File: src/ep_ctx_pkg.sv
package ep_ctx_pkg;
  // Register byte offsets on the bus
  localparam logic [7:0] OFS_CFG      = 8'h00;
  localparam logic [7:0] OFS_DATA     = 8'h04;
  localparam logic [7:0] OFS_TRANSFER = 8'h08;
  localparam logic [7:0] OFS_AVAIL    = 8'h0c;
  localparam logic [7:0] OFS_BSTATE   = 8'h10;
  localparam logic [7:0] OFS_STAT1    = 8'h14;
  localparam logic [7:0] OFS_RSPSET   = 8'h18;
  localparam logic [7:0] OFS_RSPCLR   = 8'h1c;
  localparam logic [7:0] OFS_IRQENB   = 8'h20;
  localparam logic [7:0] OFS_MAXPKT   = 8'h24;
  localparam logic [7:0] OFS_USBCTL1  = 8'h28;
  localparam logic [7:0] OFS_VIRT_IN  = 8'h2c;
  localparam logic [7:0] OFS_VIRT_OUT = 8'h30;
  // Configuration register fields
  localparam int CFG_EPNUM_LSB = 0;
  localparam int CFG_TYPE_LSB  = 5;
  localparam int CFG_DIR_BIT   = 4;
  localparam int CFG_EN_BIT    = 7;
  // Status register 1 fields
  localparam int STAT1_ZLP_BIT   = 6;
  localparam int STAT1_FLUSH_BIT = 7;
  // Buffer state fields
  localparam int BST_WAIT_BIT  = 0;
  localparam int BST_ZLP_BIT   = 1;
  localparam int BST_UNVAL_BIT = 2;
  // Response fields
  localparam int RSP_HALT_BIT   = 0;
  localparam int RSP_TOGGLE_BIT = 1;
  // Control register 1 fields
  localparam int CTL1_VEP_BIT = 0;
  // Widths and depth
  localparam int CNT_W     = 24;
  localparam int MAXPKT_W  = 11;
  localparam int BUF_AW    = 6;
  localparam int BUF_DEPTH = 64;
  // Reset values
  localparam logic [7:0]          CFG_RST    = 8'h00;
  localparam logic [7:0]          RSP_RST    = 8'h00;
  localparam logic [7:0]          IRQENB_RST = 8'h00;
  localparam logic [MAXPKT_W-1:0] MAXPKT_RST = 11'h040;
  localparam logic [CNT_W-1:0]    CNT_RST    = 24'h000000;
  localparam logic [15:0]         VIRT_RST   = 16'h0000;
endpackage : ep_ctx_pkg

File: src/ep_byte_buffer.sv
`timescale 1ns/100ps
// Byte store with a validated region, an unvalidated tail and flush
module ep_byte_buffer
  import ep_ctx_pkg::*;
(
  // Clock and reset
  input  wire logic                ref_clk_i,
  input  wire logic                rst_n_i,
  // Fill side
  input  wire logic                wr_en_i,
  input  wire logic [7:0]          wr_data_i,
  input  wire logic                commit_i,
  input  wire logic                drop_i,
  input  wire logic                flush_i,
  // Drain side
  input  wire logic                rd_en_i,
  output logic      [7:0]          rd_data_o,
  // Levels
  output logic      [BUF_AW:0]     avail_o,
  output logic      [BUF_AW:0]     pending_o,
  output logic                     full_o
);
  logic [7:0]    mem_q [BUF_DEPTH];
  logic [BUF_AW:0] wr_ptr_q;
  logic [BUF_AW:0] val_ptr_q;
  logic [BUF_AW:0] rd_ptr_q;
  logic            wr_ok;
  logic            rd_ok;

  // Level arithmetic on wrapping pointers
  assign avail_o   = val_ptr_q - rd_ptr_q;
  assign pending_o = wr_ptr_q - val_ptr_q;
  assign full_o    = (wr_ptr_q - rd_ptr_q) == (BUF_AW+1)'(BUF_DEPTH);
  assign wr_ok     = wr_en_i && !full_o;
  assign rd_ok     = rd_en_i && (avail_o != '0);
  assign rd_data_o = mem_q[rd_ptr_q[BUF_AW-1:0]];

  // Storage; writes to a full buffer are ignored
  always_ff @(posedge ref_clk_i) begin
    if (wr_ok) begin
      mem_q[wr_ptr_q[BUF_AW-1:0]] <= wr_data_i;
    end
  end

  // Pointers; commit covers a byte written in the same cycle
  always_ff @(posedge ref_clk_i or negedge rst_n_i) begin
    if (!rst_n_i) begin
      wr_ptr_q  <= '0;
      val_ptr_q <= '0;
      rd_ptr_q  <= '0;
    end else if (flush_i) begin
      wr_ptr_q  <= '0;
      val_ptr_q <= '0;
      rd_ptr_q  <= '0;
    end else begin
      if (drop_i) begin
        wr_ptr_q <= val_ptr_q;
      end else if (wr_ok) begin
        wr_ptr_q <= wr_ptr_q + 1'b1;
      end
      if (commit_i) begin
        val_ptr_q <= wr_ok ? wr_ptr_q + 1'b1 : wr_ptr_q;
      end
      if (rd_ok) begin
        rd_ptr_q <= rd_ptr_q + 1'b1;
      end
    end
  end
endmodule : ep_byte_buffer

File: src/ep_ctx_switch.sv
// Design decisions made here: the register offsets and the Wishbone slave port.
`timescale 1ns/100ps
module ep_ctx_switch
  import ep_ctx_pkg::*;
(
  // Clock and reset
  input  wire logic                    ref_clk_i,
  input  wire logic                    rst_n_i,
  // Wishbone slave
  input  wire logic                    wb_cyc_i,
  input  wire logic                    wb_stb_i,
  input  wire logic                    wb_we_i,
  input  wire logic [7:0]              wb_adr_i,
  input  wire logic [3:0]              wb_sel_i,
  input  wire logic [31:0]             wb_dat_i,
  output logic      [31:0]             wb_dat_o,
  output logic                         wb_ack_o,
  // USB protocol side
  input  wire logic                    usb_busy_i,
  input  wire logic                    tok_valid_i,
  input  wire logic                    tok_in_i,
  input  wire logic [3:0]              tok_ep_i,
  output logic                         tok_nak_o,
  output logic                         tok_timeout_o,
  output logic                         ep_enable_o
);
  import ep_ctx_pkg::*;

  logic                ack_q;
  logic [31:0]         dat_q;
  logic [7:0]          cfg_q;
  logic                en_q;
  logic                en_req_q;
  logic [CNT_W-1:0]    cnt_q;
  logic [7:0]          rsp_q;
  logic [7:0]          irqenb_q;
  logic [MAXPKT_W-1:0] maxpkt_q;
  logic                vep_q;
  logic [15:0]         virt_in_q;
  logic [15:0]         virt_out_q;
  logic                zlp_q;
  logic                nak_q;
  logic                tmo_q;
  logic                req;
  logic                wr;
  logic                rd;
  logic                dir_in;
  logic                data_wr;
  logic                data_rd;
  logic                cnt_wr;
  logic [CNT_W-1:0]    cnt_new;
  logic                validate;
  logic                drop;
  logic                flush;
  logic                unassigned;
  logic [7:0]          buf_rd_data;
  logic [BUF_AW:0]     avail;
  logic [BUF_AW:0]     pending;
  logic                buf_full;
  logic [2:0]          bstate;

  // Byte-lane merge of a write into an old word
  function automatic logic [31:0] merge(input logic [31:0] old, input logic [31:0] nw,
                                        input logic [3:0] sel);
    logic [31:0] r;
    r = old;
    for (int i = 0; i < 4; i++) begin
      if (sel[i]) begin
        r[i*8 +: 8] = nw[i*8 +: 8];
      end
    end
    return r;
  endfunction : merge

  // Access decode; one request is taken per handshake
  assign req     = wb_cyc_i && wb_stb_i && !ack_q;
  assign wr      = req && wb_we_i;
  assign rd      = req && !wb_we_i;
  assign dir_in  = cfg_q[CFG_DIR_BIT];
  assign data_wr = wr && (wb_adr_i == OFS_DATA) && wb_sel_i[0] && dir_in;
  assign data_rd = rd && (wb_adr_i == OFS_DATA) && !dir_in;
  assign cnt_wr  = wr && (wb_adr_i == OFS_TRANSFER) && dir_in;
  assign cnt_new = CNT_W'(merge({8'h00, cnt_q}, wb_dat_i, wb_sel_i));

  // Validate on zero written, or counter reaching zero while loading
  assign validate = (cnt_wr && cnt_new == '0) ||
                    (data_wr && cnt_q == CNT_W'(1));
  // Leaving IN discards the unvalidated tail
  assign drop  = wr && (wb_adr_i == OFS_CFG) && wb_sel_i[0] && dir_in &&
                 !wb_dat_i[CFG_DIR_BIT];
  assign flush = wr && (wb_adr_i == OFS_STAT1) && wb_sel_i[0] && wb_dat_i[STAT1_FLUSH_BIT];

  // Buffer states: waiting for host, local zero-length, unvalidated data
  assign bstate[BST_WAIT_BIT]  = dir_in && (avail != '0 || zlp_q);
  assign bstate[BST_ZLP_BIT]   = zlp_q;
  assign bstate[BST_UNVAL_BIT] = pending != '0;

  ep_byte_buffer u_buf (
    .ref_clk_i (ref_clk_i),
    .rst_n_i   (rst_n_i),
    .wr_en_i   (data_wr),
    .wr_data_i (wb_dat_i[7:0]),
    .commit_i  (validate),
    .drop_i    (drop),
    .flush_i   (flush),
    .rd_en_i   (data_rd),
    .rd_data_o (buf_rd_data),
    .avail_o   (avail),
    .pending_o (pending),
    .full_o    (buf_full)
  );

  // Bus handshake and read data
  always_ff @(posedge ref_clk_i or negedge rst_n_i) begin
    if (!rst_n_i) begin
      ack_q <= 1'b0;
      dat_q <= 32'h0000_0000;
    end else begin
      ack_q <= req;
      if (rd) begin
        case (wb_adr_i)
          OFS_CFG:      dat_q <= {24'h000000, en_q, cfg_q[6:0]};
          OFS_DATA:     dat_q <= dir_in ? 32'h0000_0000 : {24'h000000, buf_rd_data};
          OFS_TRANSFER: dat_q <= {8'h00, cnt_q};
          OFS_AVAIL:    dat_q <= {25'h0000000, avail};
          OFS_BSTATE:   dat_q <= {29'h00000000, bstate};
          OFS_STAT1:    dat_q <= {25'h0000000, zlp_q, 6'h00};
          OFS_RSPSET:   dat_q <= {24'h000000, rsp_q};
          OFS_RSPCLR:   dat_q <= {24'h000000, rsp_q};
          OFS_IRQENB:   dat_q <= {24'h000000, irqenb_q};
          OFS_MAXPKT:   dat_q <= {21'h000000, maxpkt_q};
          OFS_USBCTL1:  dat_q <= {31'h00000000, vep_q};
          OFS_VIRT_IN:  dat_q <= {16'h0000, virt_in_q};
          OFS_VIRT_OUT: dat_q <= {16'h0000, virt_out_q};
          default:      dat_q <= 32'h0000_0000;
        endcase
      end
    end
  end
  assign wb_ack_o = ack_q;
  assign wb_dat_o = dat_q;

  // Configuration fields in a single write
  always_ff @(posedge ref_clk_i or negedge rst_n_i) begin
    if (!rst_n_i) begin
      cfg_q    <= CFG_RST;
      en_req_q <= 1'b0;
    end else if (wr && wb_adr_i == OFS_CFG && wb_sel_i[0]) begin
      cfg_q    <= {1'b0, wb_dat_i[6:0]};
      en_req_q <= wb_dat_i[CFG_EN_BIT];
    end
  end

  // Enable follows the request only between transactions
  always_ff @(posedge ref_clk_i or negedge rst_n_i) begin
    if (!rst_n_i) begin
      en_q <= 1'b0;
    end else if (!usb_busy_i) begin
      en_q <= en_req_q;
    end
  end
  assign ep_enable_o = en_q;

  // Transfer byte counter: load, or count down on data loading
  always_ff @(posedge ref_clk_i or negedge rst_n_i) begin
    if (!rst_n_i) begin
      cnt_q <= CNT_RST;
    end else if (wr && wb_adr_i == OFS_TRANSFER) begin
      cnt_q <= cnt_new;
    end else if (data_wr && !buf_full && cnt_q != '0) begin
      cnt_q <= cnt_q - 1'b1;
    end
  end

  // Local zero-length packet flag
  always_ff @(posedge ref_clk_i or negedge rst_n_i) begin
    if (!rst_n_i) begin
      zlp_q <= 1'b0;
    end else if (cnt_wr && cnt_new == '0 && pending == '0) begin
      zlp_q <= 1'b1;
    end else if (flush || (data_rd && avail == '0)) begin
      zlp_q <= 1'b0;
    end
  end

  // Response bits; clearing halt clears toggle as well
  always_ff @(posedge ref_clk_i or negedge rst_n_i) begin
    if (!rst_n_i) begin
      rsp_q <= RSP_RST;
    end else if (wr && wb_adr_i == OFS_RSPSET && wb_sel_i[0]) begin
      rsp_q <= rsp_q | wb_dat_i[7:0];
    end else if (wr && wb_adr_i == OFS_RSPCLR && wb_sel_i[0]) begin
      rsp_q <= rsp_q & ~wb_dat_i[7:0];
      if (wb_dat_i[RSP_HALT_BIT]) begin
        rsp_q[RSP_TOGGLE_BIT] <= 1'b0;
      end
    end
  end

  // Storage registers saved and restored by firmware; vep_q also picks NAK or timeout for unassigned tokens
  always_ff @(posedge ref_clk_i or negedge rst_n_i) begin
    if (!rst_n_i) begin
      irqenb_q <= IRQENB_RST;
      maxpkt_q <= MAXPKT_RST;
      vep_q    <= 1'b0;
    end else if (wr) begin
      if (wb_adr_i == OFS_IRQENB && wb_sel_i[0]) begin
        irqenb_q <= wb_dat_i[7:0];
      end
      if (wb_adr_i == OFS_MAXPKT) begin
        maxpkt_q <= MAXPKT_W'(merge({21'h000000, maxpkt_q}, wb_dat_i, wb_sel_i));
      end
      if (wb_adr_i == OFS_USBCTL1 && wb_sel_i[0]) begin
        vep_q <= wb_dat_i[CTL1_VEP_BIT];
      end
    end
  end

  // Token to an endpoint this one does not serve
  assign unassigned = tok_valid_i &&
                      !(en_q && cfg_q[CFG_EPNUM_LSB +: 4] == tok_ep_i && dir_in == tok_in_i);

  // Virtual endpoint answers and pending bits; set wins over clear
  always_ff @(posedge ref_clk_i or negedge rst_n_i) begin
    if (!rst_n_i) begin
      nak_q      <= 1'b0;
      tmo_q      <= 1'b0;
      virt_in_q  <= VIRT_RST;
      virt_out_q <= VIRT_RST;
    end else begin
      nak_q <= unassigned && vep_q;
      tmo_q <= unassigned && !vep_q;
      if (wr && wb_adr_i == OFS_VIRT_IN) begin
        virt_in_q <= virt_in_q & ~16'(merge(32'h0, wb_dat_i, wb_sel_i));
      end
      if (wr && wb_adr_i == OFS_VIRT_OUT) begin
        virt_out_q <= virt_out_q & ~16'(merge(32'h0, wb_dat_i, wb_sel_i));
      end
      if (unassigned && vep_q && tok_in_i) begin
        virt_in_q[tok_ep_i] <= 1'b1;
      end
      if (unassigned && vep_q && !tok_in_i) begin
        virt_out_q[tok_ep_i] <= 1'b1;
      end
    end
  end
  assign tok_nak_o     = nak_q;
  assign tok_timeout_o = tmo_q;
endmodule : ep_ctx_switch

File: config.mk
export PLATFORM = sky130hd
export DESIGN_NAME = ep_ctx_switch
export DESIGN_NICKNAME = d
export VERILOG_FILES = /design/src/ep_ctx_pkg.sv /design/src/ep_byte_buffer.sv /design/src/ep_ctx_switch.sv
export SDC_FILE = /design/constraint.sdc
export NUM_CORES = 1
export LEC_CHECK = 0
export ABC_AREA = 1
export BUFFER_PORTS_ARGS = -buffer_cell sky130_fd_sc_hd__clkbuf_2
export CORE_MARGIN = 4
export CORE_UTILIZATION = 25
export DETAILED_ROUTE_END_ITERATION = 7
export GPL_ROUTABILITY_DRIVEN = 1
export PLACE_DENSITY_LB_ADDON = 0.15
export SYNTH_ARGS = -nofsm -noshare
export SYNTH_HDL_FRONTEND = slang
export SYNTH_SLANG_ARGS = --single-unit
File: constraint.sdc
create_clock -name ref_clk_i -period 3 [get_ports ref_clk_i]
set_clock_uncertainty 0.1 [all_clocks]
set_input_delay 0.15 -clock ref_clk_i [delete_from_list [all_inputs] [get_ports ref_clk_i]]
set_output_delay 0.15 -clock ref_clk_i [all_outputs]
set_load 0.02 [all_outputs]
**Yosys cells after proc, flatten, opt, wreduce, memory -nomap -nowiden**

Memory sizes are Yosys's and may differ from the RTL's.
Index checks and enable logic that the tools add are counted.

- Register bits after elaboration: 150
- Memories: 1
- Logic and storage cells: 156
- Bits in writable memories: 512
- Output and inout bits: 36
- Input port bits: 56

- Bitwise gates (word level): 9
- Muxes and demuxes: 33
- $lt $le $gt $ge: 2
- $add $sub $neg: 6
- Reduce and logical (&&, ||, !) cells: 70
- Equal/unequal tests: 16

Memories:

| name | depth | width | read ports | clocked after Yosys merged registers in | wr ports | line | source |
|---|---|---|---|---|---|---|---|
| u_buf.mem_q | 64 | 8 | 1 | 0 | 1 | ep_byte_buffer.sv:23 | `logic [7:0] mem_q [BUF_DEPTH];` |

Operators by type and width:

| cell | count |
|---|---|
| one-hot mux 24 bit (12 select lines) | 1 |
| 2-to-1 mux 8 bit | 12 |
| 2-to-1 mux 16 bit | 4 |
| 2-to-1 mux 7 bit | 7 |
| 2-to-1 mux 24 bit | 2 |
| logical AND 1 bit | 42 |
| == test 8 x 6 -> 1 bit (second input constant) | 5 |
| AND 16 bit | 2 |
| == test 8 x 5 -> 1 bit (second input constant) | 4 |
| inverter 16 bit | 2 |
| OR 16 bit | 2 |
| == test 24 x 1 -> 1 bit (second input constant) | 1 |
| logical NOT 24 bit | 1 |
| nonzero test 24 bit | 1 |
| subtractor 24 x 1 -> 24 bit (second input constant) | 1 |
| subtractor 7 bit | 3 |
| == test 8 x 4 -> 1 bit (second input constant) | 2 |
| adder 7 x 1 -> 7 bit (second input constant) | 2 |
| logical NOT 7 bit | 2 |
| nonzero test 7 bit | 2 |
| nonzero test 2 bit | 5 |
| AND 8 bit | 1 |
| == test 8 x 3 -> 1 bit (second input constant) | 1 |
| logical NOT 1 bit | 8 |
| 14 further kinds | 23 |

**Longest topological paths before layout**

- Depth after elaboration: 10
- Depth in mapped cells: 19
- Mapped depth without buffers: 17

**Hierarchy**

A second synthesis with hierarchy kept.

- Cell total of the unflattened synthesis: 3028
- Area, all modules: 30224.0 um^2

Modules (own cells, without submodules):

| module | cells each | area an instance (um^2) | seq. area each (um^2) | times used |
|---|---|---|---|---|
| ep_byte_buffer | 1944 | 22769.3 | 15900.2 | 1 |
| ep_ctx_switch | 1084 | 7454.6 | 3029.2 | 1 |

**Worst setup path after synthesis**

Ideal clock, no wire load.

- Path kind: flip-flop to flip-flop
- From: reg u_buf.rd_ptr_q[3]
- To: mem u_buf.mem_q[18][0] (enable)
- Arrival: 2.496 ns
- Stages on the path, launching flop included: 16
- Slack: 0.033 ns
- Data required time: 2.530 ns
- Clock period less this slack: 2.967 ns
- Cells stage by stage: dfrtp_1 -> buf_2 -> inv_2 -> buf_1 -> ha_1 -> nand2_1 -> nand2_1 -> nand3_1 -> nand4_1 -> nand2_1 -> inv_1 -> nand3_2 -> nand2_2 -> nor2_8 -> nand3_4 -> nor2_1

- Word-level cells in the longest chain between the ends: 6

Ends and longest elaborated chain:

| item | line | source |
|---|---|---|
| start: declaration | ep_byte_buffer.sv:26 | `logic [BUF_AW:0] rd_ptr_q;` |
| start signal: assignment | ep_byte_buffer.sv:65 | `rd_ptr_q <= rd_ptr_q + 1'b1;` |
| subtractor 7 bit | ep_byte_buffer.sv:33 | `assign full_o = (wr_ptr_q - rd_ptr_q) == (BUF_AW+1)'(BUF_DEPTH);` |
| == test 7 bit | ep_byte_buffer.sv:33 |  |
| logical NOT 1 bit | ep_byte_buffer.sv:34 | `assign wr_ok = wr_en_i && !full_o;` |
| logical AND 1 bit | ep_byte_buffer.sv:34 |  |
| 2-to-1 mux 1 bit | ep_byte_buffer.sv:40 | `if (wr_ok) begin` |
| 2-to-1 mux 1 bit (implied by the code) | ep_byte_buffer.sv:41 | `mem_q[wr_ptr_q[BUF_AW-1:0]] <= wr_data_i;` |
| end: declaration | ep_byte_buffer.sv:23 |  |

Every way passes these cells.

**Worst setup path after layout**

- From: in wb_stb_i
- To: reg vep_q

- Word-level cells in the longest chain between the ends: 4

Ends and longest elaborated chain:

| item | line | source |
|---|---|---|
| start: declaration | ep_ctx_switch.sv:11 | `input wire logic wb_stb_i,` |
| logical AND 1 bit (2 in series) | ep_ctx_switch.sv:76 | `assign req = wb_cyc_i && wb_stb_i && !ack_q;` |
| net req | ep_ctx_switch.sv:44 | `logic req;` |
| logical AND 1 bit | ep_ctx_switch.sv:77 | `assign wr = req && wb_we_i;` |
| AND reduction 2 bit (no line) | n/a |  |
| end signal: assignment | ep_ctx_switch.sv:214 | `vep_q <= wb_dat_i[CTL1_VEP_BIT];` |
| end: declaration | ep_ctx_switch.sv:38 | `logic vep_q;` |

The timed path passes the listed nets, and every way through them passes these cells.
A chain may end at the register's enable or synchronous reset.

==> results.tsv <==
metric	value	unit
drt-initial-drc-count	1563	
numCtsBuffers	78	
setup_violations	0	
first_pass_iters	5	
grt_pass1_vias	22800	
grt_use_met2	0.257	
clk_latency	660	ps
diodes	0	
grt.total_usage	0.157	
grt.busiest_layer	met2	
period_share	0.958	
synth-seq-area-share	0.620	
r2r_cells	17	
synth-edff-count	512	
h-tree-depth	3	
critPathKind	in -> reg	
area_delta_synth_final	21.0	%
die_width	358	microns
core.rowCount	127	
finalHoldViolCount	0	
grt_setup_unrepaired	false	
arrival	3360	ps
port_buffers	74	
critPathLaunch	wb_stb_i	
crit_required	3490	ps
period_needed	2880	ps
path_max_fanout	5	
overflow	0	
netlist_area	0.0305	sq mm
routedWlPerCell	19.6	microns
ys.flop_type	edfxtp_1	
hp-class	in -> async	
die-height	358	microns
synth_top_area_frac	0.503	
ant_nets	0	
max_freq	348	MHz
slew_viol_final	0	
synth_top_area_cell	edfxtp_1	
place.gp.congestion	0.842	
ir_drop	422	uV
drive_gt1_frac	0.119	
status	completed	
synth_area_per_cell	9.44	sq um
clk_pin_slew_worst_paths	60	ps
p_leak	15.2	nW
antenna_found_initial	1	
route.detailed.drc	0	
final_nets	3554	
grt_pass1_wl	151000	microns
synth_cell_types	52	
yosysWarnings	0	
dp_hpwl	64800	microns
initial_utilization	0.253	
cts_tree	done	
coreArea	0.121	sq mm
maxCapViolations	0	
tns	0	ps
async_flop_share	0.217	
vias	22900	
cp-end-kind	flop	
max-slew-margin-rel	0.452	
use_met3	0.0254	
worst_pin_slew	822	ps
ios	92	
r2r-start	u_buf.rd_ptr_q[1]	
grt_max_degree	96	
synth_area_leaders	edfxtp_1 50%, nand2_1 14%, dfrtp_1 12%	
synth-seq-cells	654	
p_total	20.2	mW
cts.sinks	654	
wl	101000	microns
cp-start-kind	primary input	
cts.path.max_buffers	3	
die-area	0.128	sq mm
powerDensity	547	mW/mm^2
syn_inst	3236	
viasPerCell	4.45	
cts-root-buf	clkbuf_16	
met1_usage	0.217	
[what timing repair did]
| action | CTS | global route |
|---|---|---|
| hold endpoints to repair | 277 | 0 |
| setup endpoints to repair | 0 | 151 |
| hold buffers | 56 | 0 |
| buffers inserted | 0 | 1 |
| resized for setup | 0 | 15 |
[final timing paths]
check / endpoint / slack, ps
min: wb_dat_o[10] / 20
max in group asynchronous: maxpkt_q[6] / 1980
max: vep_q / 120
min in group ref_clk_i: cnt_q[16] / 50
min reg2reg: tok_timeout_o / 370
max reg2reg: u_buf.mem_q[56][6] / 220
[power breakdown]
| group | total [mW] | internal (mW) | leakage, nW | switching [mW] |
|---|---|---|---|---|
| combinational | 0.749 | 0.212 | 7.71 | 0.537 |
| clock | 9.48 | 5.49 | 1.23 | 3.99 |
| sequential | 9.97 | 9.90 | 6.30 | 0.0674 |
| total | 20.2 | 15.6 | 15.2 | 4.60 |
[synth_stat cells, types with 3 or more instances]
cell and count:
a21oi_1 61, a221oi_1 7, buf_1 13, buf_2 64, buf_4 31, buf_6 6
clkbuf_1 32, dfrtp_1 141, edfxtp_1 512, ha_1 22, inv_1 276, inv_2 8
mux2_2 3, nand2_1 1166, nand2_2 6, nand3_1 359, nand3_2 6, nand3_4 5
nand3b_1 5, nand4_1 21, nor2_1 190, nor2_2 7, nor2_4 5, nor3_1 20
nor3_2 3, o21a_1 6, o21ai_0 180, o21ai_1 16, o22ai_1 6, xnor2_1 4
xor2_1 25
[layout by cell type, fill, tap and decap left out, drive strengths merged, types with 8 or more instances in the layout]
cell         Yosys  routed
nor2           203     203
nand3          370     370
o21ai          196     196
xor2            25      25
nand4           23      23
dfrtp          141     141
nand2         1174    1174
conb             1       8
ha              22      22
edfxtp         512     512
clkinv           4      42
clkbuf          32     159
nor3            25      25
inv            284     286
buf            114     177
dlygate4sd3      0      56
a21oi           62      62
[cell type report]
cell class / count / area [sq um]
fill: 12600 / 83700
sequential: 654 / 18900
multi-input combinational: 2155 / 9790
timing repair buffer: 298 / 2570
clock buffer: 94 / 2040
tap: 1612 / 2020
inverter: 288 / 1100
clock inverter: 48 / 487
[metrics by stage]
stage	hold slack, ps	setup WS (ps)	cell area, sq um	cells	util
floorplan	-246	33.3	30600	3243	-
global placement	184	135	33800	4950	0.280
detailed placement	177	149	33800	4950	0.280
CTS	13.3	95.6	36900	5148	0.306
global route	81.0	7.21	36900	5149	0.306
finish	21.5	125	36900	5149	0.306
[cells by family (layout without fill, tap and decap cells)]
family          Yosys count  after routing  share of synthesized area
xor+xnor                 29             29                    0.00832
simple gates           1806           1806                      0.250
buf+inv                 434            728                     0.0613
other cells               1              8                   0.000123
mux                       4              4                    0.00143
flops                   654            654                      0.620
fa+ha+maj                23             23                    0.00967
compound gates          285            285                     0.0496
[registers in the layout, indices dropped and copies added (netlist names), 7 cells and up, named ones only]
register	flops
u_buf.mem_q	512
irqenb_q	8
maxpkt_q	11
u_buf.rd_ptr_q	7
u_buf.val_ptr_q	7
virt_in_q	16
cfg_q	7
wb_dat_o	24
cnt_q	24
virt_out_q	16
u_buf.wr_ptr_q	7
[worst max-delay path: stages]
cell and delay [ps]:
dlygate4sd3_1 520, clkbuf_2 100, nand2_1 30, dlygate4sd3_1 580, nor2_4 130, nand2_4 90
inv_6 90, nand2_2 70, buf_4 180, inv_1 70, nand3_1 80, dlygate4sd3_1 570
a21oi_1 130, dlygate4sd3_1 550
[per-layer routing]
| layer | wire, microns | up-vias |
|---|---|---|
| met5 | 0 | - |
| li1 | - | 11200 |
| met2 | 47300 | 502 |
| met3 | 4540 | 126 |
| met1 | 46900 | 11100 |
| met4 | 2360 | 0 |
(Power assumes the default switching activity.)
